$ cat config.mk
export PLATFORM = sky130hd
export DESIGN_NAME = rpb_reset_ctrl
export DESIGN_NICKNAME = d
export VERILOG_FILES = /design/src/rtl/rpb_pkg.sv /design/src/rtl/rpb_sync_if.sv /design/src/rtl/rpb_sync.sv /design/src/rtl/rpb_reset_ctrl.sv
export VERILOG_INCLUDE_DIRS = /design/src /design/src/rtl
export SDC_FILE = /design/constraint.sdc
export NUM_CORES = 1
export LEC_CHECK = 0
export ABC_AREA = 1
export BUFFER_PORTS_ARGS = -buffer_cell sky130_fd_sc_hd__buf_2
export CELL_PAD_IN_SITES_DETAIL_PLACEMENT = 1
export CELL_PAD_IN_SITES_GLOBAL_PLACEMENT = 1
export CORE_AREA = 5 5 121 123
export DETAILED_ROUTE_END_ITERATION = 16
export DIE_AREA = 0 0 126 128
export PLACE_DENSITY_LB_ADDON = 0.25
export SYNTH_ARGS = -nofsm -noshare
export SYNTH_HDL_FRONTEND = slang
export SYNTH_SLANG_ARGS = --single-unit
export TNS_END_PERCENT = 1
$ cat constraint.sdc
create_clock -name mclk_i -period 3.5 [get_ports mclk_i]
set_clock_uncertainty 0.15 [all_clocks]
set_input_delay 0.35 -clock mclk_i [delete_from_list [all_inputs] [get_ports mclk_i]]
set_output_delay 0.35 -clock mclk_i [all_outputs]
set_load 0.005 [all_outputs]
$ cat src/rtl/rpb_consts.svh
`ifndef RPB_CONSTS_SVH
`define RPB_CONSTS_SVH
// ==========================================================
// Register map, byte addresses
`define RPB_ADDR_CTRL      8'h00
`define RPB_ADDR_STAT      8'h04
`define RPB_ADDR_CAUSE     8'h08
// Control register fields
`define RPB_CTRL_SWBO_BIT  7
`define RPB_CTRL_RST       1'b1
// Status register fields
`define RPB_STAT_RDY_BIT   0
`define RPB_STAT_CORE_BIT  1
`define RPB_STAT_SLP_BIT   2
// Brown-out mode codes
`define RPB_MODE_ON        2'h3
`define RPB_MODE_AWAKE     2'h2
`define RPB_MODE_SW        2'h1
`define RPB_MODE_OFF       2'h0
// Timing: 64 ms of a 31 kHz low-frequency tick
`define RPB_PWRUP_MS       64
`define RPB_LF_HZ          31000
`define RPB_PWRUP_TICKS    ((`RPB_PWRUP_MS * `RPB_LF_HZ) / 1000)
// Brown-out rejection interval in ns, and count at 25 ns per cycle
`define RPB_REJECT_NS      2000
`define RPB_CLK_NS         25
`define RPB_REJECT_CYC     ((`RPB_REJECT_NS + `RPB_CLK_NS - 1) / `RPB_CLK_NS)
`endif

$ cat src/rtl/rpb_pkg.sv
package rpb_pkg;
    // ======================================================
    // Sequencer states
    typedef enum logic [1:0] {
        ST_HOLD = 2'b00,
        ST_WAIT = 2'b01,
        ST_TIME = 2'b10,
        ST_RUN  = 2'b11
    } rpb_state_t;
endpackage : rpb_pkg

$ cat src/rtl/rpb_sync_if.sv
`timescale 1ns/100ps
interface rpb_sync_if;
    logic [3:0] raw;
    logic [3:0] clean;
    modport src (output raw, input clean);
    modport snk (input raw, output clean);
endinterface : rpb_sync_if

$ cat src/rtl/rpb_sync.sv
`timescale 1ns/100ps
module rpb_sync (
    input  wire logic mclk_i,
    input  wire logic reset_i,
    rpb_sync_if.snk   sif
);
    typedef struct packed {
        logic [3:0] s1;
        logic [3:0] s2;
        logic [3:0] s3;
        logic [3:0] cl;
    } rpb_sync_st_t;
    rpb_sync_st_t st_r;
    rpb_sync_st_t st_nxt;
    // ======================================================
    // Three stages, accept a change once stages two and three agree
    always_comb begin
        st_nxt    = st_r;
        st_nxt.s1 = sif.raw;
        st_nxt.s2 = st_r.s1;
        st_nxt.s3 = st_r.s2;
        for (int i = 0; i < 4; i++) begin
            if (st_r.s2[i] == st_r.s3[i]) begin
                st_nxt.cl[i] = st_r.s3[i];
            end
        end
    end
    always_ff @(posedge mclk_i) begin
        if (reset_i) begin
            st_r <= '0;
        end else begin
            st_r <= st_nxt;
        end
    end
    assign sif.clean = st_r.cl;
endmodule : rpb_sync

$ cat src/rtl/rpb_reset_ctrl.sv
`timescale 1ns/100ps
`include "rpb_consts.svh"
module rpb_reset_ctrl (
    input  wire logic        mclk_i,
    input  wire logic        reset_i,
    // Wishbone slave
    input  wire logic        wb_cyc_i,
    input  wire logic        wb_stb_i,
    input  wire logic        wb_we_i,
    input  wire logic [7:0]  wb_adr_i,
    input  wire logic [3:0]  wb_sel_i,
    input  wire logic [31:0] wb_dat_i,
    output logic      [31:0] wb_dat_o,
    output logic             wb_ack_o,
    // Configuration straps
    input  wire logic [1:0]  brownout_mode_sel_i,
    input  wire logic        powerup_delay_enable_n_i,
    input  wire logic        brownout_level_sel_i,
    input  wire logic        ext_reset_enable_i,
    // Analog and pin inputs
    input  wire logic        por_good_i,
    input  wire logic        brownout_low_i,
    input  wire logic        brownout_ready_i,
    input  wire logic        external_reset_pin_n_i,
    input  wire logic        lf_tick_i,
    // Same-clock reset requests and core state
    input  wire logic        watchdog_timer_rst_i,
    input  wire logic        reset_instr_i,
    input  wire logic        stack_ovf_i,
    input  wire logic        stack_unf_i,
    input  wire logic        prog_exit_i,
    input  wire logic        sleep_i,
    input  wire logic        osc_ready_i,
    // Outputs
    output logic             core_reset_o,
    output logic             brownout_det_en_o,
    output logic             brownout_level_sel_o,
    output logic             wake_hold_o
);
    localparam logic [15:0] PWRUP_TICKS = 16'(`RPB_PWRUP_TICKS);
    localparam logic [7:0]  REJECT_CYC  = 8'(`RPB_REJECT_CYC);

    typedef struct packed {
        rpb_pkg::rpb_state_t state;
        logic [15:0]         pwr_cnt;
        logic [7:0]          low_cnt;
        logic                sw_en;
        logic                bo_trip;
        logic                core_rst;
        logic                det_en;
        logic                lvl;
        logic                wake_hold;
        logic [7:0]          cause;
        logic                ack;
        logic [31:0]         dat;
    } rpb_st_t;
    rpb_st_t st_r;
    rpb_st_t st_nxt;

    // ======================================================
    // Synchronisers for the power-good, brown-out low, pin and low-frequency tick inputs; brownout_ready_i is used unsynchronised
    rpb_sync_if sif ();
    rpb_sync u_sync (
        .mclk_i  (mclk_i),
        .reset_i (reset_i),
        .sif     (sif)
    );
    assign sif.raw = {lf_tick_i, external_reset_pin_n_i, brownout_low_i, por_good_i};
    logic por_ok;
    logic bo_low;
    logic pin_n;
    logic lf_lvl;
    logic lf_prev_r;
    logic lf_rise;
    assign por_ok = sif.clean[0];
    assign bo_low = sif.clean[1];
    assign pin_n  = sif.clean[2];
    assign lf_lvl = sif.clean[3];
    assign lf_rise = lf_lvl & ~lf_prev_r;
    always_ff @(posedge mclk_i) begin
        if (reset_i) begin
            lf_prev_r <= 1'b0;
        end else begin
            lf_prev_r <= lf_lvl;
        end
    end

    // ======================================================
    // Detector enable per mode
    function automatic logic det_on(input logic [1:0] m, input logic sw, input logic slp);
        logic r;
        r = 1'b0;
        if (m == `RPB_MODE_ON) begin
            r = 1'b1;
        end else if (m == `RPB_MODE_AWAKE) begin
            r = ~slp;
        end else if (m == `RPB_MODE_SW) begin
            r = sw;
        end else begin
            r = 1'b0;
        end
        return r;
    endfunction : det_on

    logic det_now;
    logic start_wait;
    logic ext_hold;
    logic sw_reset;
    logic bo_prot;
    logic wr;
    logic rd;
    logic [7:0] cause_set;
    assign det_now    = det_on(brownout_mode_sel_i, st_r.sw_en, sleep_i);
    assign start_wait = brownout_mode_sel_i[1];
    assign ext_hold   = ext_reset_enable_i & ~pin_n;
    assign sw_reset   = watchdog_timer_rst_i | reset_instr_i | stack_ovf_i
                      | stack_unf_i | prog_exit_i;
    assign bo_prot    = det_now & brownout_ready_i;
    // Write lands at the edge where the master sees ack high
    assign wr = wb_cyc_i & wb_stb_i & wb_we_i & st_r.ack;
    // Cause events of this cycle, so a same-cycle set beats a clear
    assign cause_set = {prog_exit_i, stack_unf_i, stack_ovf_i, reset_instr_i,
                        watchdog_timer_rst_i, ext_hold, st_r.bo_trip & por_ok, ~por_ok};
    assign rd = wb_cyc_i & wb_stb_i & ~wb_we_i & ~st_r.ack;

    // ======================================================
    // Next state
    always_comb begin
        st_nxt        = st_r;
        st_nxt.det_en = det_now;
        st_nxt.lvl    = brownout_level_sel_i;
        // Rejection filter on the low-supply indication
        if (bo_prot && bo_low) begin
            if (st_r.low_cnt != REJECT_CYC) begin
                st_nxt.low_cnt = st_r.low_cnt + 8'h01;
            end
        end else begin
            st_nxt.low_cnt = 8'h00;
        end
        st_nxt.bo_trip = bo_prot && bo_low && (st_r.low_cnt == REJECT_CYC);
        // Wake from sleep waits for ready only in awake-only mode
        st_nxt.wake_hold = (brownout_mode_sel_i == `RPB_MODE_AWAKE)
                         && !brownout_ready_i;
        case (st_r.state)
            rpb_pkg::ST_HOLD: begin
                if (por_ok) begin
                    st_nxt.state = rpb_pkg::ST_WAIT;
                end
            end
            rpb_pkg::ST_WAIT: begin
                // Start-up qualification by brown-out readiness
                if (!start_wait || (brownout_ready_i && !bo_low)) begin
                    st_nxt.pwr_cnt = 16'h0000;
                    st_nxt.state   = rpb_pkg::ST_TIME;
                end
            end
            rpb_pkg::ST_TIME: begin
                if (powerup_delay_enable_n_i) begin
                    st_nxt.state = rpb_pkg::ST_RUN;
                end else if (st_r.pwr_cnt == PWRUP_TICKS) begin
                    st_nxt.state = rpb_pkg::ST_RUN;
                end else if (lf_rise) begin
                    st_nxt.pwr_cnt = st_r.pwr_cnt + 16'h0001;
                end
            end
            rpb_pkg::ST_RUN: begin
                st_nxt.state = rpb_pkg::ST_RUN;
            end
            default: begin
                st_nxt.state = rpb_pkg::ST_HOLD;
            end
        endcase
        if (!por_ok) begin
            st_nxt.state   = rpb_pkg::ST_HOLD;
            st_nxt.cause[0] = 1'b1;
        end else if (st_r.bo_trip) begin
            st_nxt.state   = rpb_pkg::ST_WAIT;
            st_nxt.cause[1] = 1'b1;
        end
        if (ext_hold) begin
            st_nxt.cause[2] = 1'b1;
        end
        if (sw_reset) begin
            st_nxt.cause[7:3] = st_r.cause[7:3] | {prog_exit_i, stack_unf_i, stack_ovf_i,
                                                   reset_instr_i, watchdog_timer_rst_i};
        end
        // Core runs only when sequence done, oscillator and pin ready
        st_nxt.core_rst = (st_nxt.state != rpb_pkg::ST_RUN) || !osc_ready_i
                        || ext_hold || sw_reset;
        // Register access, one-cycle ack
        st_nxt.ack = wb_cyc_i & wb_stb_i & ~st_r.ack;
        st_nxt.dat = 32'h0000_0000;
        if (wr && wb_sel_i[0]) begin
            if (wb_adr_i == `RPB_ADDR_CTRL) begin
                st_nxt.sw_en = wb_dat_i[`RPB_CTRL_SWBO_BIT];
            end else if (wb_adr_i == `RPB_ADDR_CAUSE) begin
                st_nxt.cause = (st_r.cause & ~wb_dat_i[7:0]) | cause_set;
            end
        end
        if (rd) begin
            if (wb_adr_i == `RPB_ADDR_CTRL) begin
                st_nxt.dat[`RPB_CTRL_SWBO_BIT] = st_r.sw_en;
                st_nxt.dat[0] = bo_prot;
            end else if (wb_adr_i == `RPB_ADDR_STAT) begin
                st_nxt.dat[`RPB_STAT_RDY_BIT]  = bo_prot;
                st_nxt.dat[`RPB_STAT_CORE_BIT] = st_r.core_rst;
                st_nxt.dat[`RPB_STAT_SLP_BIT]  = sleep_i;
            end else if (wb_adr_i == `RPB_ADDR_CAUSE) begin
                st_nxt.dat[7:0] = st_r.cause;
            end else begin
                st_nxt.dat = 32'h0000_0000;
            end
        end
    end

    // ======================================================
    // State register
    always_ff @(posedge mclk_i) begin
        if (reset_i) begin
            st_r          <= '0;
            st_r.sw_en    <= `RPB_CTRL_RST;
            st_r.core_rst <= 1'b1;
        end else begin
            st_r <= st_nxt;
        end
    end

    assign wb_dat_o             = st_r.dat;
    assign wb_ack_o             = st_r.ack;
    assign core_reset_o         = st_r.core_rst;
    assign brownout_det_en_o    = st_r.det_en;
    assign brownout_level_sel_o = st_r.lvl;
    assign wake_hold_o          = st_r.wake_hold;
endmodule : rpb_reset_ctrl

### Word level (Yosys, flattened, before mapping)

Index checks and enable logic that the tools add are counted.

| storage, ports and cells | value |
|---|---|
| bits in registers | 90 |
| input bits | 66 |
| output and inout bits | 37 |
| logic and storage cells | 119 |

| cells by class | value |
|---|---|
| $add $sub $neg | 2 |
| eq/ne operators | 20 |
| mux-type cells | 26 |
| bitwise gates (word level) | 27 |
| reduce and logical (&&, ||, !) cells | 22 |

Operators by type and width:

| kind | number |
|---|---|
| $mux 16 | 3 |
| $mux 8 | 4 |
| $pmux 16 s2 | 1 |
| $mux 18 | 1 |
| $add 16x1->16 const B | 1 |
| $eq 16x11->1 const B | 1 |
| $and 1x1->1 | 10 |
| $mux 5 | 2 |
| $ne 2x2->1 const B | 5 |
| $mux 1 | 9 |
| $not 1->1 | 9 |
| $add 8x1->8 const B | 1 |
| $and 8x8->8 | 1 |
| $eq 2x2->1 const B | 4 |
| $eq 8x3->1 const B | 1 |
| $eq 8x4->1 const B | 1 |
| $eq 8x7->1 const B | 1 |
| $logic_not 8->1 | 1 |
| $mux 2 | 4 |
| $ne 8x7->1 const B | 1 |
| $not 8->8 | 1 |
| $or 8x8->8 | 1 |
| $pmux 2 s4 | 1 |
| $logic_and 1x1->1 | 5 |
| other kinds (14) | 28 |

### Logic depth before layout (Yosys ltp)

Gate-level depths: netlist of run 1.

| depth | value |
|---|---|
| depth after elaboration | 11 |
| gate-level depth with buffers | 11 |
| depth with buffers taken out | 11 |

### Modules after synthesis

Synthesis of run 1 repeated with hierarchy kept, for this count alone.

| second synthesis, totals | value |
|---|---|
| cells, all modules | 468 |
| area, all modules | 3288.2 um^2 |

By module, submodules not included:

| module | instances | cells an instance | area an instance (um^2) |
|---|---|---|---|
| rpb_reset_ctrl | 1 | 410 | 2777.7 |
| rpb_sync | 1 | 58 | 510.5 |

### Least setup slack after synthesis of run 1

Ideal clock, no wire load.

| path | value |
|---|---|
| path kind | register to register |
| from | register st_r[55] (netlist bit) |
| to | register st_r[65] (netlist bit) |
| setup time | 69 ps |
| arrival | 1325 ps |
| required time | 3281 ps |
| path slack | 1955 ps |
| cell stages (with the launch flop) | 11 |
| path buffers | 1 |
| period minus slack after synthesis | 1545 ps |
| cells stage by stage | dfxtp_1 inv_1 ha_1 nand2_1 nor2_1 nand2_1 nand2_2 nand2_4 buf_2 nand3_1 a21oi_2 |

| between the ends | value |
|---|---|
| word-level cells in the longest chain between the ends | 5 |
| elaborated cells between the ends (all ways) | 8 |

Ends and longest elaborated chain:

| element | RTL line | source |
|---|---|---|
| start, declared | rpb_reset_ctrl.sv:57 | `rpb_st_t st_r;` |
| start signal, assigned | rpb_reset_ctrl.sv:224 | `st_r <= st_nxt;` |
| $add 16x1->16 | rpb_reset_ctrl.sv:163 | `st_nxt.pwr_cnt = st_r.pwr_cnt + 16'h0001;` |
| $mux 16 | rpb_reset_ctrl.sv:162 | `end else if (lf_rise) begin` |
| $mux 16 | rpb_reset_ctrl.sv:160 | `end else if (st_r.pwr_cnt == PWRUP_TICKS) begin` |
| $mux 16 | rpb_reset_ctrl.sv:158 | `if (powerup_delay_enable_n_i) begin` |
| $pmux 16 s2 | rpb_reset_ctrl.sv:144 | `case (st_r.state)` |

Parallel ways exist; a longest one is shown, timed or not. The select of a mux whose other input is x is not followed.
A chain may end at the register's enable or synchronous reset.

### Worst setup path in the final report of run 1

| path | value |
|---|---|
| from | register st_r[72] (netlist bit) |
| to | register st_r[56] (netlist bit) |

| between the ends | value |
|---|---|
| word-level cells in the longest chain between the ends | 3 |
| elaborated cells between the ends (all ways) | 9 |

Ends and longest elaborated chain:

| element | RTL line |
|---|---|
| $eq 2x2->1 or $eq 2x1->1 (tied branches) | rpb_reset_ctrl.sv:144 |
| $ne 2x2->1 (no source line) or $reduce_bool 2->1 (tied branches) | n/a |
| $reduce_and 5->1 (no source line) | n/a |

Parallel ways exist; a longest one is shown, timed or not.

==> summary.md, run 1 <==
| Metric | Value |
|---|---|
| RSZ-0062 raised after global routing | `no` |
| Vias in the first global route | `2981` |
| Mapped cell area | `0.003272 mm2` |
| Final setup viols | `0` |
| Setup TNS | `0 ns` |
| Ports | `103` |
| Area grow syn2layout | `17.82%` |
| DIE WIDTH | `126 um` |
| CTS tree | `built` |
| Max-Cap Viols | `0` |
| Final slew viol count | `0` |
| Worst R2R Path Depth | `9` |
| Length of the first detailed-routing pass in iterations | `4` |
| Dpl ws | `1.425 ns` |
| Largest net degree at the start of global routing | `26` |
| Die area | `0.01613 mm2` |
| Placement Rows | `43` |
| Finished Core Util | `28.43%` |
| Req. time, crit path | `3.58 ns` |
| Initial Util | `24.13%` |
| Seq/Total Area, Yosys | `40.38%` |
| # clock sinks | `66` |
| Yosys top cell area share | `40.38%` |
| Via count | `2916` |
| Crit-path cells | `inv_2 -> or2_1 -> clkinv_2 -> nand2_2 -> nand2_4 -> nand2_4 -> inv_1 -> nor2_1 -> nor2_1` |
| Least-Margin Pin Slew | `0.7127 ns` |
| RR Startpoint | `st_r[72]$_SDFF_PP0_` |
| Max FO, Critical Path | `18` |
| DRT antenna net count | `0` |
| P_leak | `1.607 nW` |
| Final GP Congestion | `0.7636` |
| Design Area, Final | `0.003855 mm2` |
| Total GRT Usage | `10.79%` |
| Final WL | `8.250 mm` |
| Clock-pin transition on the worst setup and hold timing paths | `0.06 ns` |
| Final hold vios | `0` |
| CTS Buf Count | `9` |
| Initial antenna violation count | `0` |
| # DRC | `0` |
| Slew margin rel. | `52.12%` |
| Critical Path End Type | `flip-flop` |
| Yosys reg bits | `66` |
| First-iteration detailed-routing DRC count | `78` |
| Most common cell after layout, fill and taps aside | `nand2_1` |
| Synth Area per Inst | `6.991 um2` |
| Synth warnings | `0` |
| Share of layout cells above drive strength 1 | `17.18%` |
| # Post-CTS Setup Buffers | `0` |
| Maximum clock path buffer count | `2` |
| Grt ovf | `0` |
| Root Driver | `clkbuf_16` |
| Hold path startpoint | `brownout_mode_sel_i[0]` |
| Worst reg2reg path endpoint | `st_r[56]$_SDFFE_PP0P_` |
| Routing usage on met2 | `19.00%` |
| Post-CTS Resized | `0` |
| Filler instances | `1719` |
| Min Tclk post-route | `2.042 ns` |
| Met3 Usage GRT | `2.375%` |
| First-pass GRT wire length | `13.99 mm` |
| HPWL after detailed placement | `6.285 mm` |
| Status | `finished, final reports clean` |
| Post-synth EDFFs | `0` |
| PD cells | `461.5 mW/mm2` |
| Clk Latency, worst-skew pair | `0.33 ns` |
| Area leader, netlist | `dfxtp_1` |
| Peak VDD IR | `0.2544 mV` |
| Diodes inserted | `0` |
| Worst hold endpoint | `wake_hold_o$_SDFF_PP0_` |
| Synth area leaders | `dfxtp_1, nand2_1, nor2_1` |
| Asr flop ratio synth | `0%` |
| Worst Setup Slack, final | `1.458 ns` |
| Critical Path Max Stage Delay | `0.51 ns` |
| Met1 Usage GRT | `12.60%` |
| IO buf count | `51` |
| Fmax | `489.7 MHz` |
| Critical-path top delay cell | `or2_1` |
| Worst Hold Class | `in -> reg` |
| Routed WL per cell | `11.82 um` |
| Most Crowded Layer GR | `met2` |
| R2R setup slack | `1.46 ns` |
| Yosys cell types | `33` |
| Commonest cells after routing, fill and taps aside | `nand2_1, nor2_1, dfxtp_1, inv_1, buf_2` |
| Post-synth top flop | `dfxtp_1` |
| Fin nets | `583` |
| Placed cell area | `0.003547 mm2` |
| Period utilization | `58.35%` |
| Core region area | `0.01356 mm2` |
| CTS H-Tree Depth | `3` |
| Gate Count Post-Synth | `468` |
| Worst Hold Depth | `2` |
| Vias per cell | `4.178` |
| Hold Buf Count CTS | `0` |
| WP data arrival | `2.12 ns` |
| DIE HEIGHT | `128 um` |
| CP Launch Type | `flip-flop` |
| Setup CP Type | `reg -> reg` |
[flip-flops by register name, summed over array words and instances, names as in the netlist]
signal                count
lf_prev_r                 1
u_sync.st_r               4
brownout_det_en_o         1
wake_hold_o               1
wb_ack_o                  1
st_r                     36
core_reset_o              1
wb_dat_o                  8
u_sync.sif.clean          4
brownout_level_sel_o      1
u_sync.st_nxt             8
[routing by layer]
| layer | up-vias | wire length (um) | share of wire [%] |
|---|---|---|---|
| met5 | - | 0 | 0 |
| met1 | 1354 | 3670 | 44 |
| li1 | 1501 | - | - |
| met4 | 0 | 170 | 2.1 |
| met2 | 50 | 4156 | 50 |
| met3 | 11 | 251 | 3.0 |
[per-stage QoR]
| step | power, mW | instances | hold WS, ns |
|---|---|---|---|
| 2_1_floorplan | 0.8436 | 491 | 0.2383 |
| 3_3_place_gp | 0.8598 | 682 | 0.2402 |
| 3_5_place_dp | 0.8627 | 682 | 0.2495 |
| 4_1_cts | 1.816 | 698 | 0.02711 |
| 5_1_grt | 1.867 | 698 | 0.03704 |
| 6_report | 1.779 | 698 | 0.04117 |
[kinds of logic (layout without fill, tap and decap cells)]
kind of cell	Yosys count	after routing	share of synthesized area (%)
AO/OA/AOI/OAI	40	40	7.533
XOR/XNOR	5	5	1.339
adder cells (fa/ha/maj)	4	4	1.530
buffers and inverters	104	131	16.40
flip-flops	66	66	40.38
other	1	24	0.1146
AND/OR/NAND/NOR	248	248	32.70
[power by group]
group | internal [mW] | switching (mW) | leakage, nW
Combinational | 0.0287 | 0.0452 | 0.925
Clock | 0.564 | 0.371 | 0.145
Sequential | 0.765 | 0.00601 | 0.537
Total | 1.36 | 0.422 | 1.61
[how the worst max path moves through the flow]
stage                     startpoint                     to  slack (ns)  cells past startpoint
3_3_place_gp     st_r[72]$_SDFF_PP0_  st_r[55]$_SDFFE_PP0P_        1.43                      9
3_5_place_dp     st_r[72]$_SDFF_PP0_  st_r[56]$_SDFFE_PP0P_        1.42                      9
4_1_cts          st_r[72]$_SDFF_PP0_  st_r[56]$_SDFFE_PP0P_        1.41                      9
5_1_grt          st_r[72]$_SDFF_PP0_  st_r[56]$_SDFFE_PP0P_        1.27                      9
2_1_floorplan  st_r[55]$_SDFFE_PP0P_  st_r[65]$_SDFFE_PP0P_        1.96                     10
6_report         st_r[72]$_SDFF_PP0_  st_r[56]$_SDFFE_PP0P_        1.46                      9
[final cells by class]
class	count	area [um2]	area share (%)
repair buffers	52	262.8	6.816
well taps	180	225.2	5.842
clock buffers	9	225.2	5.842
inverters	63	237.7	6.167
flip-flops and latches	66	1321	34.27
multi-input cells	321	1500	38.92
clock inverters	7	82.58	2.142
[worst max-delay path: cells and delay by family (launching register included)]
family	cells	cell delay, ns
buffers and inverters	3	0.33
flip-flops	1	0.30
AND/OR/NAND/NOR	6	1.14
[cells in the mapped netlist (3+ instances only)]
cell,count
buf_4,32
ha_1,4
a21oi_1,19
nand3_1,39
nor4_1,3
clkbuf_1,3
dfxtp_1,66
nor2_1,84
a21oi_2,9
nand2_1,95
nand2_4,3
nor3_1,5
inv_1,59
xor2_1,3
buf_6,3
nand2_2,3
nand4_1,9
o21ai_0,7
No activity file was read; power rests on OpenSTA's default activity.
==> run 2: changes to the inputs <==
==> constraint.sdc (replaced) <==
create_clock -name mclk_i -period 2.1 [get_ports mclk_i]
set_clock_uncertainty 0.15 [all_clocks]
set_input_delay 0.21 -clock mclk_i [delete_from_list [all_inputs] [get_ports mclk_i]]
set_output_delay 0.21 -clock mclk_i [all_outputs]
set_load 0.005 [all_outputs]
==> summary.md, run 2 (synthesized netlist as in run 1, its figures left out) <==
| Metric | Value |
|---|---|
| Status | `finished, final reports clean` |
| Clk Latency, worst-skew pair | `0.34 ns` |
| Period utilization | `86.17%` |
| Length of the first detailed-routing pass in iterations | `4` |
| Commonest cells after routing, fill and taps aside | `nand2_1, nor2_1, dfxtp_1, inv_1, buf_2` |
| Initial antenna violation count | `0` |
| P_leak | `1.693 nW` |
| CTS tree | `built` |
| DIE WIDTH | `126 um` |
| RSZ-0062 raised after global routing | `no` |
| Max FO, Critical Path | `6` |
| Worst Hold Class | `in -> reg` |
| Final hold vios | `0` |
| Final setup viols | `0` |
| Via count | `3006` |
| Die area | `0.01613 mm2` |
| First-iteration detailed-routing DRC count | `82` |
| Core region area | `0.01356 mm2` |
| CP Launch Type | `input pin` |
| Vias per cell | `4.198` |
| Maximum clock path buffer count | `2` |
| # DRC | `0` |
| PD cells | `743.1 mW/mm2` |
| Routed WL per cell | `12.04 um` |
| First-pass GRT wire length | `14.81 mm` |
| Largest reg by FF count | `st_r` |
| Peak VDD IR | `0.3994 mV` |
| Vias in the first global route | `3172` |
| Pwr Total | `2.992 mW` |
| Clock-pin transition on the worst setup and hold timing paths | `0.06 ns` |
| CTS Buf Count | `9` |
| Final slew viol count | `0` |
| Register area | `0.001321 mm2` |
| IO buf count | `51` |
| Final GP Congestion | `0.7848` |
| HPWL after detailed placement | `6.578 mm` |
| Root Driver | `clkbuf_16` |
| Setup TNS | `0 ns` |
| # clock sinks | `66` |
| DIE HEIGHT | `128 um` |
| Initial Util | `24.13%` |
| Setup CP Type | `in -> reg` |
| Req. time, crit path | `2.21 ns` |
| Grt ovf | `0` |
| WP data arrival | `1.92 ns` |
| Max FFs per register | `36` |
| CTS H-Tree Depth | `3` |
| Multi-input logic area | `0.001500 mm2` |
| Fmax | `552.6 MHz` |
| Most common cell after layout, fill and taps aside | `nand2_1` |
| # Post-CTS Setup Buffers | `0` |
| Share of layout cells above drive strength 1 | `17.54%` |
| Area grow syn2layout | `23.06%` |
| Max-Cap Viols | `0` |
| Ports | `103` |
| Min Tclk post-route | `1.810 ns` |
| Finished Core Util | `29.70%` |
| Filler instances | `1696` |
| Placement Rows | `43` |
| Total GRT Usage | `11.23%` |
| DRT antenna net count | `0` |
| Largest net degree at the start of global routing | `36` |
| Critical Path End Type | `flip-flop` |
| Diodes inserted | `0` |
| Fin nets | `601` |
| Final WL | `8.620 mm` |
run 2: changes by cell type in the layout (fill, tap and decap cells not counted):
cell	delta
buf_4	+5
clkinvlp_4	-1
clkinv_4	+2
clkbuf_8	+1
dlygate4sd3_1	+13
inv_8	-1
inv_6	-1
run 2: metal layers:
layer	GRT usage, %	share of wire [%]	vias to the layer above
li1	-	-	1536
met1	12.57	44	1420
met2	20.53	52	35
met3	2.042	2.6	15
met4	5.363	2.3	0
met5	0	0	-
run 2: through the flow:
stage | hold WS, ns | instances | area [um2] | worst slack, ns
finish | 0.007597 | 716 | 4026 | 0.2904
global route | 0.02326 | 716 | 4026 | 0.1158
CTS | 0.002392 | 715 | 4016 | 0.2767
detailed placement | 0.2467 | 687 | 3585 | 0.3362
global placement | 0.2341 | 687 | 3585 | 0.3368
floorplan | 0.1317 | 491 | 3358 | 0.5554
run 2: path summary, 6_finish.rpt:
check | endpoint | from | slack [ns] | cells after the start
setup / recovery | st_r[47]$_SDFFE_PP0N_ | brownout_mode_sel_i[0] | 0.29 | 9
hold / removal | core_reset_o$_SDFF_PP1_ | stack_ovf_i | 0.008 | 3
setup reg to reg | st_r[67]$_SDFFE_PP0P_ | st_r[55]$_SDFFE_PP0P_ | 0.35 | 9
hold reg to reg | u_sync.st_nxt[5]$_SDFF_PP0_ | u_sync.st_nxt[9]$_SDFF_PP0_ | 0.26 | 2
run 2: area by class of cell:
class                   count  area share [%]
inverters                  63           5.904
clock inverters             6           1.802
multi-input cells         321           37.26
repair buffers             70           10.69
flip-flops and latches     66           32.82
clock buffers              10           5.935
well taps                 180           5.594
run 2: what timing repair did:
action / in CTS / in global routing
endpoints found under the hold margin: 12 / 1
gates resized for setup: 0 / 0
setup endpoints to repair: 0 / 0
hold buffers: 12 / 1
run 2: critical path, cell delays in order:
cell and delay, ns:
dlygate4sd3_1 0.53, buf_2 0.12, o21bai_1 0.14, nand3_1 0.17
nor3_2 0.24, inv_1 0.17, nor2_1 0.20, nand2_1 0.07
o21ai_0 0.07
run 2: where the power goes:
| group | internal, mW | switching (mW) | total (mW) |
|---|---|---|---|
| clock | 0.963 | 0.601 | 1.56 |
| combinational | 0.0630 | 0.0793 | 0.142 |
| sequential | 1.27 | 0.0104 | 1.29 |
